**src/hw/pdm_pkg.sv**
```systemverilog
// Package: constants, states and carriers for the port DMA bus master
package pdm_pkg;

    // ==========================================================
    // Widths and field positions
    // ==========================================================
    localparam int ADDR_DATA_W  = 16;
    localparam int ADDR_W       = 18;
    localparam int WAIT_W       = 3;
    localparam int AUX_W        = 4;
    localparam int AUX_ALE_BIT  = 0;
    localparam int AUX_RDN_BIT  = 1;
    localparam int AUX_HI_LSB   = 2;
    localparam int ADDR_HI_LSB  = 16;
    // Wait-count field position in the request source word
    localparam int RSA_WAIT_LSB = 8;
    localparam int RSA_W        = 11;

    // ==========================================================
    // Reset values
    // ==========================================================
    localparam logic RST_INITIATOR_READY_N_N  = 1'b1;
    localparam logic RST_END_N   = 1'b1;
    localparam logic RST_ALE_N   = 1'b1;
    localparam logic RST_QBURST  = 1'b0;

    // ==========================================================
    // States (one-hot)
    // ==========================================================
    typedef enum logic [9:0] {
        ST_IDLE  = 10'h001,
        ST_ADDR  = 10'h002,  // burst address / non-burst address phase one
        ST_AD2   = 10'h004,
        ST_ADH   = 10'h008,
        ST_WRITE = 10'h010,
        ST_WAIT  = 10'h020,
        ST_LAST  = 10'h040,
        ST_CLEAN = 10'h080,
        ST_TRI   = 10'h100
    } pdm_state_t;

    // ==========================================================
    // Carriers
    // ==========================================================
    typedef struct packed {
        logic                   burst;      // 1: burst write, 0: non-burst read
        logic [ADDR_W-1:0]      addr;
        logic [WAIT_W-1:0]      waitCount;
    } pdm_req_t;

    typedef struct packed {
        logic addrSelectN;
        logic targetReadyN;
    } pdm_ctl_t;

endpackage : pdm_pkg

```
**src/hw/pdm_port_master.sv**
```systemverilog
// Port DMA bus master: burst write and non-burst read state machine
// Function
// - 16-bit muxed bus, no halfword enables
// - Queue burst output; no register select
// - Idle held while no DMA request
// - Non-burst wait timer raises last_transfer_next
// - Chip-select bits valid Address1 through Clean Up
// - Read waits programmed count before sampling
// - Both low: go to Address 1
// - Address 1 to Address 2, ready low
// - Address 2 to Hold, latch strobe falls
// - Bus carries A15-0, aux carries A17-16
// - Aux bit 1 is inverted read line
// - Data Wait until timer, then Last
// - Last Transfer followed by Clean Up unless select is low (park or Address 1 wins)
// - Select low, ready high: park, float
// - Idle floats data, keeps control levels
// - Burst, both high: enter Data Wait
// - Burst, LAST_TRANSFER_NEXT low: enter Data Write
// - Burst, LAST_TRANSFER_NEXT high: enter Last Transfer
// - From parked Last/Clean: Write, not valid
`timescale 1ns/1ps
module pdm_port_master #(
    parameter int DATA_W = pdm_pkg::ADDR_DATA_W,
    parameter int BURST_LEN_W = 6
) (
    input  wire logic                       mclk,
    input  wire logic                       rst_n,
    input  wire logic                       addr_select_n,
    input  wire logic                       target_ready_n,
    input  wire logic [DATA_W-1:0]          portDataIn,
    input  wire logic                       reqValid,
    input  wire pdm_pkg::pdm_req_t          reqInfo,
    input  wire logic [BURST_LEN_W-1:0]     burstLen,
    input  wire logic [DATA_W-1:0]          wrData,
    output logic                            wrDataTaken,
    output logic [DATA_W-1:0]               rdData,
    output logic                            rdDataValid,
    output logic                            dma_request_n,
    output logic                            queue_request_n,
    output logic                            queue_burst_out,
    output logic [DATA_W-1:0]               port_addr_data,
    output logic                            portDataOeN,
    output logic                            initiator_ready_n,
    output logic                            lastCycleN,
    output logic                            read_not_write,
    output logic [pdm_pkg::AUX_W-1:0]       port_aux_out
);
    // ==========================================================
    // Parameter check
    // ==========================================================
    initial
    begin
        if (DATA_W != 16)
            $error("pdm_port_master: DATA_W must be 16");
        if (BURST_LEN_W < 1)
            $error("pdm_port_master: BURST_LEN_W too small");
    end

    // ==========================================================
    // Input synchronisers
    // ==========================================================
    pdm_pkg::pdm_ctl_t ctlSync;
    logic [DATA_W-1:0] dataSync;

    pdm_sync #(.WIDTH(2), .RST_VAL(2'h1)) u_ctlSync (
        .mclk  (mclk),
        .rst_n (rst_n),
        .din   ({addr_select_n, target_ready_n}),
        .dout  (ctlSync)
    );

    pdm_sync #(.WIDTH(DATA_W), .RST_VAL('0)) u_dataSync (
        .mclk  (mclk),
        .rst_n (rst_n),
        .din   (portDataIn),
        .dout  (dataSync)
    );

    logic aselN;
    logic trdyN;
    assign aselN = ctlSync.addrSelectN;
    assign trdyN = ctlSync.targetReadyN;

    // ==========================================================
    // Request capture
    // ==========================================================
    pdm_pkg::pdm_state_t state_ff;
    pdm_pkg::pdm_state_t nxt_state;
    pdm_pkg::pdm_state_t parked_ff;
    pdm_pkg::pdm_req_t   req_ff;
    logic                pending_ff;
    logic [BURST_LEN_W-1:0] remain_ff;
    logic                last_transfer_next;
    logic                timerExp;
    logic                enterAddr;

    assign enterAddr = (state_ff != pdm_pkg::ST_ADDR) && !aselN && !trdyN;

    always_ff @(posedge mclk or negedge rst_n)
    begin
        if (!rst_n)
        begin
            pending_ff <= 1'b0;
            req_ff     <= '0;
        end
        else if (reqValid && !pending_ff)
        begin
            pending_ff <= 1'b1;
            req_ff     <= reqInfo;
        end
        else if (nxt_state == pdm_pkg::ST_LAST && state_ff != pdm_pkg::ST_LAST)
            pending_ff <= 1'b0;
    end

    // ==========================================================
    // Last-transfer-next sources
    // ==========================================================
    // timer reloads on each address start
    pdm_wait_timer #(.WAIT_W(pdm_pkg::WAIT_W)) u_timer (
        .mclk    (mclk),
        .rst_n   (rst_n),
        .load    (enterAddr),
        .loadVal (req_ff.waitCount),
        .run     (state_ff == pdm_pkg::ST_WAIT && !trdyN),
        .expired (timerExp)
    );

    always_ff @(posedge mclk or negedge rst_n)
    begin
        if (!rst_n)
            remain_ff <= '0;
        else if (enterAddr)
            remain_ff <= burstLen;
        else if (nxt_state == pdm_pkg::ST_WRITE && !trdyN && remain_ff != '0)
            remain_ff <= remain_ff - 1'b1;
    end

    // Burst ends by word count, non-burst by wait timer
    assign last_transfer_next = req_ff.burst ? (remain_ff <= 1) : timerExp;

    // ==========================================================
    // Next state
    // ==========================================================
    pdm_pkg::pdm_state_t from;
    always_comb
    begin
        from      = (state_ff == pdm_pkg::ST_TRI) ? parked_ff : state_ff;
        nxt_state = state_ff;
        if (aselN == 1'b0 && trdyN == 1'b1)
            nxt_state = pdm_pkg::ST_TRI;
        else if (aselN == 1'b0)
            nxt_state = pdm_pkg::ST_ADDR;
        else if (state_ff == pdm_pkg::ST_LAST)
            nxt_state = pdm_pkg::ST_CLEAN;
        else if (req_ff.burst)
        begin
            if (trdyN)
            begin
                if (state_ff != pdm_pkg::ST_IDLE && from != pdm_pkg::ST_AD2
                    && from != pdm_pkg::ST_ADH && from != pdm_pkg::ST_IDLE)
                    nxt_state = pdm_pkg::ST_WAIT;
            end
            else if (state_ff == pdm_pkg::ST_CLEAN)
                nxt_state = pdm_pkg::ST_IDLE;
            else if (state_ff == pdm_pkg::ST_TRI
                     && (from == pdm_pkg::ST_LAST || from == pdm_pkg::ST_CLEAN))
                nxt_state = pdm_pkg::ST_WRITE;
            else if (state_ff == pdm_pkg::ST_IDLE)
            begin
                if (pending_ff)
                    nxt_state = pdm_pkg::ST_WRITE;
            end
            else
                nxt_state = last_transfer_next ? pdm_pkg::ST_LAST : pdm_pkg::ST_WRITE;
        end
        else if (!trdyN)
        begin
            unique case (from)
                pdm_pkg::ST_ADDR:  nxt_state = pdm_pkg::ST_AD2;
                pdm_pkg::ST_AD2:   nxt_state = pdm_pkg::ST_ADH;
                pdm_pkg::ST_ADH:   nxt_state = pdm_pkg::ST_WAIT;
                pdm_pkg::ST_WAIT:  nxt_state = last_transfer_next ? pdm_pkg::ST_LAST : pdm_pkg::ST_WAIT;
                pdm_pkg::ST_CLEAN: nxt_state = pdm_pkg::ST_IDLE;
                default:           nxt_state = state_ff;
            endcase
        end
        else if (from == pdm_pkg::ST_WAIT)
            nxt_state = pdm_pkg::ST_WAIT;
    end

    // ==========================================================
    // State registers
    // ==========================================================
    always_ff @(posedge mclk or negedge rst_n)
    begin
        if (!rst_n)
        begin
            state_ff  <= pdm_pkg::ST_TRI;
            parked_ff <= pdm_pkg::ST_IDLE;
        end
        else
        begin
            state_ff <= nxt_state;
            if (nxt_state == pdm_pkg::ST_TRI && state_ff != pdm_pkg::ST_TRI)
                parked_ff <= state_ff;
        end
    end

    // ==========================================================
    // Bus outputs
    // ==========================================================
    logic drivingAddr;
    logic drivingData;
    assign drivingAddr = nxt_state inside {pdm_pkg::ST_ADDR, pdm_pkg::ST_AD2, pdm_pkg::ST_ADH}
                         && (req_ff.burst ? nxt_state == pdm_pkg::ST_ADDR : 1'b1);
    assign drivingData = req_ff.burst
                         && nxt_state inside {pdm_pkg::ST_WRITE, pdm_pkg::ST_WAIT,
                                              pdm_pkg::ST_LAST};

    always_ff @(posedge mclk or negedge rst_n)
    begin
        if (!rst_n)
        begin
            port_addr_data <= '0;
            portDataOeN    <= 1'b1;
        end
        else
        begin
            // low address bits on the bus
            if (drivingAddr)
                port_addr_data <= req_ff.addr[DATA_W-1:0];
            else if (drivingData)
                port_addr_data <= wrData;
            // data floats in Idle and parked
            portDataOeN <= !(drivingAddr || drivingData);
        end
    end

    // Outputs below hold their level while parked or idle
    always_ff @(posedge mclk or negedge rst_n)
    begin
        if (!rst_n)
        begin
            initiator_ready_n <= pdm_pkg::RST_INITIATOR_READY_N_N;
            lastCycleN        <= pdm_pkg::RST_END_N;
        end
        else if (nxt_state != pdm_pkg::ST_TRI && nxt_state != pdm_pkg::ST_IDLE)
        begin
            // ready stays high after parked Last/Clean
            initiator_ready_n <= !(nxt_state inside {pdm_pkg::ST_AD2, pdm_pkg::ST_ADH,
                                    pdm_pkg::ST_LAST}
                                   || (nxt_state == pdm_pkg::ST_WRITE
                                       && !(state_ff == pdm_pkg::ST_TRI
                                            && from inside {pdm_pkg::ST_LAST,
                                                            pdm_pkg::ST_CLEAN}))
                                   || (nxt_state == pdm_pkg::ST_WAIT && !req_ff.burst
                                       && !trdyN));
            lastCycleN <= (nxt_state != pdm_pkg::ST_LAST);
        end
    end

    always_ff @(posedge mclk or negedge rst_n)
    begin
        if (!rst_n)
            port_aux_out <= {2'h0, 1'b1, pdm_pkg::RST_ALE_N};
        else if (enterAddr)
            port_aux_out <= {req_ff.addr[pdm_pkg::ADDR_HI_LSB +: 2], req_ff.burst, 1'b1};
        // chip selects held through Clean Up
        // inverted read line on bit 1
        else if (nxt_state == pdm_pkg::ST_ADH)
            port_aux_out[pdm_pkg::AUX_ALE_BIT] <= 1'b0;
    end

    always_ff @(posedge mclk or negedge rst_n)
    begin
        if (!rst_n)
            read_not_write <= 1'b0;
        else if (enterAddr)
            read_not_write <= !req_ff.burst;
    end

    // ==========================================================
    // Request lines and user side
    // ==========================================================
    always_ff @(posedge mclk or negedge rst_n)
    begin
        if (!rst_n)
        begin
            dma_request_n   <= 1'b1;
            queue_request_n <= 1'b1;
            queue_burst_out <= pdm_pkg::RST_QBURST;
        end
        else
        begin
            dma_request_n   <= !pending_ff;
            queue_request_n <= !(reqValid || pending_ff);
            queue_burst_out <= pending_ff ? req_ff.burst : reqInfo.burst;
        end
    end

    always_ff @(posedge mclk or negedge rst_n)
    begin
        if (!rst_n)
        begin
            rdData      <= '0;
            rdDataValid <= 1'b0;
            wrDataTaken <= 1'b0;
        end
        else
        begin
            rdDataValid <= !req_ff.burst && nxt_state == pdm_pkg::ST_LAST
                           && state_ff != pdm_pkg::ST_LAST;
            if (!req_ff.burst && nxt_state == pdm_pkg::ST_LAST)
                rdData <= dataSync;
            wrDataTaken <= req_ff.burst && !trdyN
                           && nxt_state inside {pdm_pkg::ST_WRITE, pdm_pkg::ST_LAST};
        end
    end
endmodule : pdm_port_master

```
**src/hw/pdm_sync.sv**
```systemverilog
// Two-stage synchroniser for pin inputs
`timescale 1ns/1ps
module pdm_sync #(
    parameter int          WIDTH = 1,
    parameter logic [WIDTH-1:0] RST_VAL = '0
) (
    input  wire logic             mclk,
    input  wire logic             rst_n,
    input  wire logic [WIDTH-1:0] din,
    output logic      [WIDTH-1:0] dout
);
    logic [WIDTH-1:0] stage1_ff;

    always_ff @(posedge mclk or negedge rst_n)
    begin
        if (!rst_n)
        begin
            stage1_ff <= RST_VAL;
            dout      <= RST_VAL;
        end
        else
        begin
            stage1_ff <= din;
            dout      <= stage1_ff;
        end
    end
endmodule : pdm_sync

```
**src/hw/pdm_wait_timer.sv**
```systemverilog
// Programmable wait timer producing last_transfer_next
`timescale 1ns/1ps
module pdm_wait_timer #(
    parameter int WAIT_W = pdm_pkg::WAIT_W
) (
    input  wire logic              mclk,
    input  wire logic              rst_n,
    input  wire logic              load,
    input  wire logic [WAIT_W-1:0] loadVal,
    input  wire logic              run,
    output logic                   expired
);
    logic [WAIT_W-1:0] count_ff;

    initial
    begin
        if (WAIT_W < 1 || WAIT_W > 8)
            $error("pdm_wait_timer: WAIT_W out of range");
    end

    always_ff @(posedge mclk or negedge rst_n)
    begin
        if (!rst_n)
            count_ff <= '0;
        else if (load)
            count_ff <= loadVal;
        else if (run && count_ff != '0)
            count_ff <= count_ff - 1'b1;
    end

    assign expired = run && (count_ff == '0);
endmodule : pdm_wait_timer
```
**config.mk**
```make
export PLATFORM = sky130hd
export DESIGN_NAME = pdm_port_master
export DESIGN_NICKNAME = d
export VERILOG_FILES = /design/src/hw/pdm_pkg.sv /design/src/hw/pdm_port_master.sv /design/src/hw/pdm_sync.sv /design/src/hw/pdm_wait_timer.sv
export SDC_FILE = /design/constraint.sdc
export NUM_CORES = 1
export LEC_CHECK = 0
export BUFFER_PORTS_ARGS = -buffer_cell sky130_fd_sc_hd__buf_2
export CORE_MARGIN = 2
export CORE_UTILIZATION = 35
export DETAILED_ROUTE_END_ITERATION = 10
export PLACE_DENSITY = 0.59
export SLEW_MARGIN = 30
export SYNTH_ARGS = -nofsm -noshare
export SYNTH_HDL_FRONTEND = slang
export SYNTH_SLANG_ARGS = --single-unit
```
**constraint.sdc**
```tcl
create_clock -name mclk -period 7.6 [get_ports mclk]
set_input_delay 0.38 -clock mclk [delete_from_list [all_inputs] [get_ports mclk]]
set_output_delay 0.38 -clock mclk [all_outputs]
set_load 0.01 [all_outputs]
```
* Word level (Yosys, flattened, before mapping)
Index checks and enable logic that the tools add are counted.
** Storage, ports and cells
- Input port bits :: 65
- Word-level logic and storage cells :: 138
- Register bits :: 133
- Output and inout bits :: 45
** Operators by class
- Add/subtract/negate cells :: 2
- Magnitude comparators :: 1
- Mux-type cells :: 29
- Reduce and logical (&&, ||, !) cells :: 52
- Equality and inequality tests :: 28
- Bitwise gates (word level) :: 1
** Operators with widths (count)
- 10-bit two-way mux :: 13
- 10-bit one-hot mux with 5 select lines :: 1
- 16-bit two-way mux :: 2
- 10-bit by 6-bit equality test with 1-bit output (second input constant) :: 3
- 10-bit by 7-bit equality test with 1-bit output (second input constant) :: 3
- 10-bit by 1-bit inequality test with 1-bit output (second input constant) :: 3
- 1-bit logical AND :: 26
- 10-bit by 2-bit equality test with 1-bit output (second input constant) :: 2
- 10-bit by 3-bit equality test with 1-bit output (second input constant) :: 2
- 10-bit by 4-bit equality test with 1-bit output (second input constant) :: 2
- 10-bit by 8-bit equality test with 1-bit output (second input constant) :: 2
- 10-bit by 9-bit equality test with 1-bit output (second input constant) :: 2
- 10-bit by 7-bit inequality test with 1-bit output (second input constant) :: 2
- 10-bit by 9-bit inequality test with 1-bit output (second input constant) :: 2
- 7-bit two-way mux :: 2
- 2-bit nonzero test :: 7
- 6-bit two-way mux :: 2
- 3-bit nonzero test :: 4
- 10-bit by 1-bit equality test with 1-bit output (second input constant) :: 1
- 10-bit by 5-bit equality test with 1-bit output (second input constant) :: 1
- 10-bit by 2-bit inequality test with 1-bit output (second input constant) :: 1
- 10-bit by 3-bit inequality test with 1-bit output (second input constant) :: 1
- 10-bit by 4-bit inequality test with 1-bit output (second input constant) :: 1
- 1-bit zero test :: 8
- 9 further kinds :: 20

* Longest topological paths before layout
- Depth after elaboration :: 18
- Mapped depth :: 15
- Depth with buffers taken out :: 12

* Modules after synthesis
From an unflattened synthesis, not the netlist that was laid out.
** Unflattened totals
- Cells, all modules :: 582
- Area total of the unflattened synthesis :: 6459.9 µm²
** Modules (own cells, without submodules)
- pdm_port_master :: instances 1, seq. area each 2363.5 µm², area each 5351.4 µm², cells each 522
- pdm_sync at u_dataSync :: instances 1, seq. area each 800.8 µm², area each 800.8 µm², cells each 32
- pdm_wait_timer :: instances 1, seq. area each 75.1 µm², area each 205.2 µm², cells each 24
- pdm_sync at u_ctlSync :: instances 1, seq. area each 102.6 µm², area each 102.6 µm², cells each 4

* Worst setup path before layout
Ideal clock, no wire load.
- Path type :: flip-flop to flip-flop
- Start point :: reg state_ff[7]
- End point :: reg port_addr_data[10]
- Clock period less this slack :: 3.863 ns
- Arrival :: 3.737 ns
- Slack :: 3.737 ns
- Stages on the path, launching flop included :: 15
- Path buffers :: 3
- Required time :: 7.474 ns
- Library setup time :: 0.126 ns
- Cells stage by stage :: dfrtp_1 buf_6 or4_4 a2111oi_4 nor3_2 o21a_1 or4_4 nand4_4 inv_2 or4_4 buf_6 nor4b_2 nor3_2 buf_6 a221o_1
** Between the ends
- Word-level cells in the longest chain between the ends :: 17
- Elaborated cells between the ends (all ways) :: 52
- Classes of those cells :: eq/ne (21); mux (19); reduce/logical (12)
** Ends and longest elaborated chain
- from (decl) :: RTL line pdm_port_master.sv:88 : pdm_pkg::pdm_state_t state_ff;
- from (signal assigned) :: RTL line pdm_port_master.sv:199 : state_ff <= pdm_pkg::ST_TRI;
- from (signal assigned) :: RTL line pdm_port_master.sv:204 : state_ff <= nxt_state;
- parallel branches: the longest is 10 deep, another holds 10-bit by 9-bit equality test with 1-bit output
- 10-bit two-way mux (*) :: RTL line pdm_port_master.sv:154 : else if (state_ff == pdm_pkg::ST_LAST)
- 10-bit two-way mux (*) :: RTL line pdm_port_master.sv:152 : else if (aselN == 1'b0)
- 10-bit two-way mux (*) :: RTL line pdm_port_master.sv:150 : if (aselN == 1'b0 && trdyN == 1'b1)
- via nxt_state[6] :: RTL line pdm_port_master.sv:89 : pdm_pkg::pdm_state_t nxt_state;
- 10-bit by 2-bit equality test with 1-bit output (tied with other cells) :: RTL line pdm_port_master.sv:215, pdm_port_master.sv:216
- 3-bit nonzero test (tied with other cells) :: RTL line pdm_port_master.sv:215 : assign drivingAddr = nxt_state inside {pdm_pkg::ST_ADDR, pdm_pkg::ST_AD2, pdm_pkg::ST_ADH}
- 1-bit logical AND, on equally long branches :: RTL line pdm_port_master.sv:216, pdm_port_master.sv:218
- 16-bit two-way mux / 2-bit nonzero test (equally long branches)
- to (signal assigned) :: RTL line pdm_port_master.sv:232 : port_addr_data <= req_ff.addr[DATA_W-1:0];
- to (signal assigned) :: RTL line pdm_port_master.sv:234 : port_addr_data <= wrData;
- to (decl) :: RTL line pdm_port_master.sv:42 : output logic [DATA_W-1:0] port_addr_data,
Mark *: on every way through the listed nets, which the timed path passes.
A chain may end at the register's enable or synchronous reset.

* Final worst setup path
- Start point :: reg state_ff[6]
- End point :: reg rdData[5]
** Between the ends
- Elaborated cells between the ends (all ways) :: 41
- Classes of those cells :: eq/ne (16); mux (17); reduce/logical (8)
** RTL lines
- 10-bit by 9-bit equality test with 1-bit output :: RTL line pdm_port_master.sv:148, pdm_port_master.sv:166
- 10-bit two-way mux :: RTL line pdm_port_master.sv:148 : from = (state_ff == pdm_pkg::ST_TRI) ? parked_ff : state_ff;
- 10-bit by 7-bit equality test with 1-bit output (tied with other cells) :: RTL line pdm_port_master.sv:167 : && (from == pdm_pkg::ST_LAST || from == pdm_pkg::ST_CLEAN))
- 1-bit logical OR / 1-bit logical AND (equally long branches) :: RTL line pdm_port_master.sv:167, pdm_port_master.sv:160
- 1-bit logical AND, on equally long branches :: RTL line pdm_port_master.sv:167, pdm_port_master.sv:161
- 10-bit two-way mux / 1-bit logical AND (equally long branches) :: RTL line pdm_port_master.sv:166, pdm_port_master.sv:161
- 10-bit two-way mux, on equally long branches :: RTL line pdm_port_master.sv:164, pdm_port_master.sv:160
- 10-bit two-way mux :: RTL line pdm_port_master.sv:158 : if (trdyN)
- 10-bit two-way mux :: RTL line pdm_port_master.sv:156 : else if (req_ff.burst)
- 10-bit two-way mux (*) :: RTL line pdm_port_master.sv:154
- 10-bit two-way mux (*) :: RTL line pdm_port_master.sv:152
- 10-bit two-way mux (*) :: RTL line pdm_port_master.sv:150
- via nxt_state[8] :: RTL line pdm_port_master.sv:89
- 10-bit by 7-bit equality test with 1-bit output (*) :: RTL line pdm_port_master.sv:314 : if (!req_ff.burst && nxt_state == pdm_pkg::ST_LAST)
- 1-bit logical AND (*) :: RTL line pdm_port_master.sv:314
- to (signal assigned) :: RTL line pdm_port_master.sv:315 : rdData <= dataSync;
- to (decl) :: RTL line pdm_port_master.sv:37 : output logic [DATA_W-1:0] rdData,
The timed path passes the listed nets; every way through them passes the cells marked *.

==> flow_metrics.tcl <==
set metrics [dict create \
    grt_start_max_net_pins 82 \
    overflow 0 \
    track_usage 0.1839 \
    h-tree-depth 4 \
    worst_r2r_path_depth 10 \
    cts_made_buffers 17 \
    tightest_slew_ns 0.7923 \
    powerDensity_nw_per_um2 423.2 \
    start_kind "flop" \
    finalClockSkew_ns 0.008260 \
    peakVddDrop_mv 0.2027 \
    min_path_cells 1 \
    hpwl_um 11390 \
    yosys_warnings 0 \
    gp_congestion 0.9741 \
    r2r-end "rdData[5]$_DFFE_PN0P_" \
    rrSetupSlack_ns 2.89 \
    layout.nets 703 \
    diodes 0 \
    p_leak_nw 3.360 \
    antenna_found_initial 0 \
    final_hold_viol_count 0 \
    fin_crit_sh 0.6201 \
    syn_inst 528 \
    timing.final.max_slew_violations 0 \
    syn2layout_area_growth_pct 22.40 \
    end_kind "flop" \
    drive_gt1_frac 0.3369 \
    synth_fp_nets 597 \
    wl_per_cell_um 18.31 \
    netlist_area_um2 6077 \
    wirelength_um 15970 \
    synthArstFlopShare 1.000 \
    synth_edf_count 0 \
    ctsResizeCount 0 \
    fin_tns_setup_ns 0 \
    firstDrtPassIters 5 \
    stdcell_count 872 \
    yosysSeqAreaShare 0.5499 \
    grt_pass1_wl_um 25910 \
    fp-row-count 48 \
    crit_fanout 17 \
    antenna_left 0 \
    ys_types 77 \
    rsz0062_at_grt "false" \
    port-buffer-count 109 \
    dieArea_um2 18430 \
    outcome "completed" \
    drc 0 \
    min_from "portDataIn[9]" \
    finalCriticalPeriod_ns 4.713 \
    maxSlewHeadroom 0.4718 \
    clock-root-buffer "clkbuf_16" \
    cts_tree "built" \
    p_total_mw 3.148 \
    holdCritPathClass "input port to flop" \
    setup_viol 0 \
    insertion_delay_ns 0.42 \
    drt-initial-drc-count 369 \
    die_w_um 135.8 \
    via_per_inst 5.322 \
    cts_buffer_depth 2 \
    grt_pass1_vias 4903 \
    initial_utilization 0.3550 \
    clock-sinks 133 \
    post-route-util 0.4346 \
    critPathArrivalTime_ns 5.02 \
    clk_transition_reported_paths_ns 0.06 \
    min_to "u_dataSync.stage1_ff[9]$_DFF_PN0_" \
    fin_hold_ws_ns 0.05763 \
    synth_ff_type "dfrtp_1" \
    io_pins 110 \
    synth_area_per_cell_um2 11.51 \
    fmax_mhz 212.2 \
    dp_cells 839 \
    path_class "flop to flop" \
    die_h_um 135.8 \
    ys_ff_latch 133 \
    r2r-start "state_ff[6]$_DFF_PN0_" \
    maxCapViolations 0 \
    crit_required_ns 7.90 \
    vias 4641 \
    coreArea_um2 17120 \
]
[worst max-delay path by stage]
stage | slack [ns] | to | cells past startpoint | from
2_1_floorplan | 3.74 | port_addr_data[10]$_DFFE_PN0P_ | 14 | state_ff[7]$_DFF_PN0_
3_3_place_gp | 3.05 | rdData[0]$_DFFE_PN0P_ | 10 | state_ff[8]$_DFF_PN1_
3_5_place_dp | 2.95 | rdData[5]$_DFFE_PN0P_ | 10 | state_ff[8]$_DFF_PN1_
4_1_cts | 2.92 | rdData[5]$_DFFE_PN0P_ | 10 | state_ff[8]$_DFF_PN1_
5_1_grt | 2.60 | rdData[5]$_DFFE_PN0P_ | 10 | state_ff[8]$_DFF_PN1_
6_report | 2.89 | rdData[5]$_DFFE_PN0P_ | 10 | state_ff[6]$_DFF_PN0_
[cells by family (layout without fill, tap and decap cells)]
| kind of cell | Yosys count | count (layout) | synth area share |
|---|---|---|---|
| compound gates | 99 | 99 | 0.1324 |
| buf+inv | 58 | 177 | 0.04282 |
| mux | 44 | 44 | 0.08112 |
| flops | 133 | 133 | 0.5499 |
| xor+xnor | 6 | 6 | 0.008647 |
| simple gates | 184 | 184 | 0.1769 |
| fa+ha+maj | 4 | 4 | 0.008236 |
[cell usage in the layout, fill, tap and decap left out, drive strengths merged, types with 3 or more instances in the layout]
| cell | Yosys | routed |
|---|---|---|
| a31oi | 7 | 7 |
| a21oi | 14 | 14 |
| xnor2 | 6 | 6 |
| or4 | 8 | 8 |
| clkinvlp | 0 | 3 |
| dfstp | 11 | 11 |
| buf | 10 | 113 |
| o21ai | 18 | 18 |
| nor4b | 3 | 3 |
| nand3 | 13 | 13 |
| or3 | 4 | 4 |
| nor2 | 36 | 36 |
| ha | 4 | 4 |
| clkbuf | 17 | 20 |
| o21a | 3 | 3 |
| or2 | 4 | 4 |
| nor4 | 9 | 9 |
| a41oi | 3 | 3 |
| nand4b | 4 | 4 |
| o211ai | 7 | 7 |
| a221oi | 5 | 5 |
| inv | 31 | 34 |
| mux2 | 42 | 42 |
| a211oi | 6 | 6 |
| nand4 | 10 | 10 |
| clkinv | 0 | 4 |
| dfrtp | 122 | 122 |
| and2 | 15 | 15 |
| a2111oi | 3 | 3 |
| nor3 | 24 | 24 |
| and3 | 4 | 4 |
| a221o | 10 | 10 |
| nand2 | 37 | 37 |
| nand3b | 3 | 3 |
[sequential cells by signal, summed over array words and instances (netlist names), 2 cells and up]
name	cells
parked_ff	10
u_ctlSync.dout	2
u_dataSync.stage1_ff	16
req_ff	22
state_ff	10
rdData	16
u_dataSync.dout	16
u_ctlSync.stage1_ff	2
port_aux_out	4
remain_ff	6
u_timer.count_ff	3
port_addr_data	16
[worst max-delay path, stage by stage (launching register included)]
cell	delay, ns
dfrtp_1	0.55
nor4_4	0.67
o211ai_1	0.21
or3_1	0.45
a21oi_1	0.26
nor3_1	0.16
a311o_1	0.50
a211oi_2	0.38
and4b_1	0.32
and2_1	0.66
mux2_2	0.41
[per-layer routing]
layer / track usage / vias to the layer above / routed length (µm)
li1: - / 2146 / -
met5: 0 / - / 0
met2: 0.2876 / 168 / 7675
met1: 0.2361 / 2296 / 6816
met4: 0.08160 / 0 / 386
met3: 0.05574 / 31 / 1092
[area by class of cell]
type | instances | area [µm²]
flip-flops and latches | 133 | 3342
repair buffers | 114 | 595.6
clock inverters | 12 | 142.6
inverters | 31 | 116.4
fillers | 1649 | 9678
multi-input cells | 337 | 2494
clock buffers | 20 | 466.7
well taps | 225 | 281.5
[Yosys cell counts, drive strengths merged, types with 2 or more instances]
library cell	n	area [µm²]
dfrtp	122	3053
or3	4	25.02
xnor2	6	52.55
nor4b	3	38.79
nand3	13	65.06
o21a	3	22.52
a31oi	7	50.05
o311ai	2	17.52
o211ai	7	52.55
a311oi	2	17.52
or2	4	25.03
nand4	10	77.57
a211oi	6	50.05
o21bai	2	15.01
o211a	2	20.02
a221o	10	100.1
nand3b	3	22.52
clkbuf	17	63.81
mux2	42	473.0
nor4	9	83.83
a41oi	3	45.05
nor4bb	2	20.02
mux2i	2	20.02
a221oi	5	75.07
buf	10	80.07
and2	15	93.84
inv	31	116.4
dfstp	11	289.0
and3	4	25.02
nand4b	4	35.03
ha	4	50.05
a2111oi	3	45.05
nor3	24	146.4
or4b	2	20.02
a21oi	14	70.07
nand2	37	138.9
o21ai	18	90.09
o311a	2	20.02
or4	8	75.07
nor2	36	135.1
[repair_timing]
action / CTS / global route
hold buffers: 1 / 0
endpoints found under the hold margin: 50 / 0
buffers inserted: 0 / 0
setup endpoints to repair: 0 / 0
[report_power, final]
| group | internal (mW) | switching [mW] |
|---|---|---|
| registers | 0.939 | 0.194 |
| logic | 0.500 | 0.672 |
| clock network | 0.514 | 0.330 |
| total | 1.95 | 1.20 |
[through the flow]
step | cell area (µm²) | worst slack [ns]
after detailed placement | 6818 | 2.947
after CTS | 7437 | 2.916
after floorplan | 6077 | 3.737
after global routing | 7438 | 2.597
after global placement | 6805 | 3.051
final | 7438 | 2.887
Note: power is estimated with default switching activity, not from simulation.
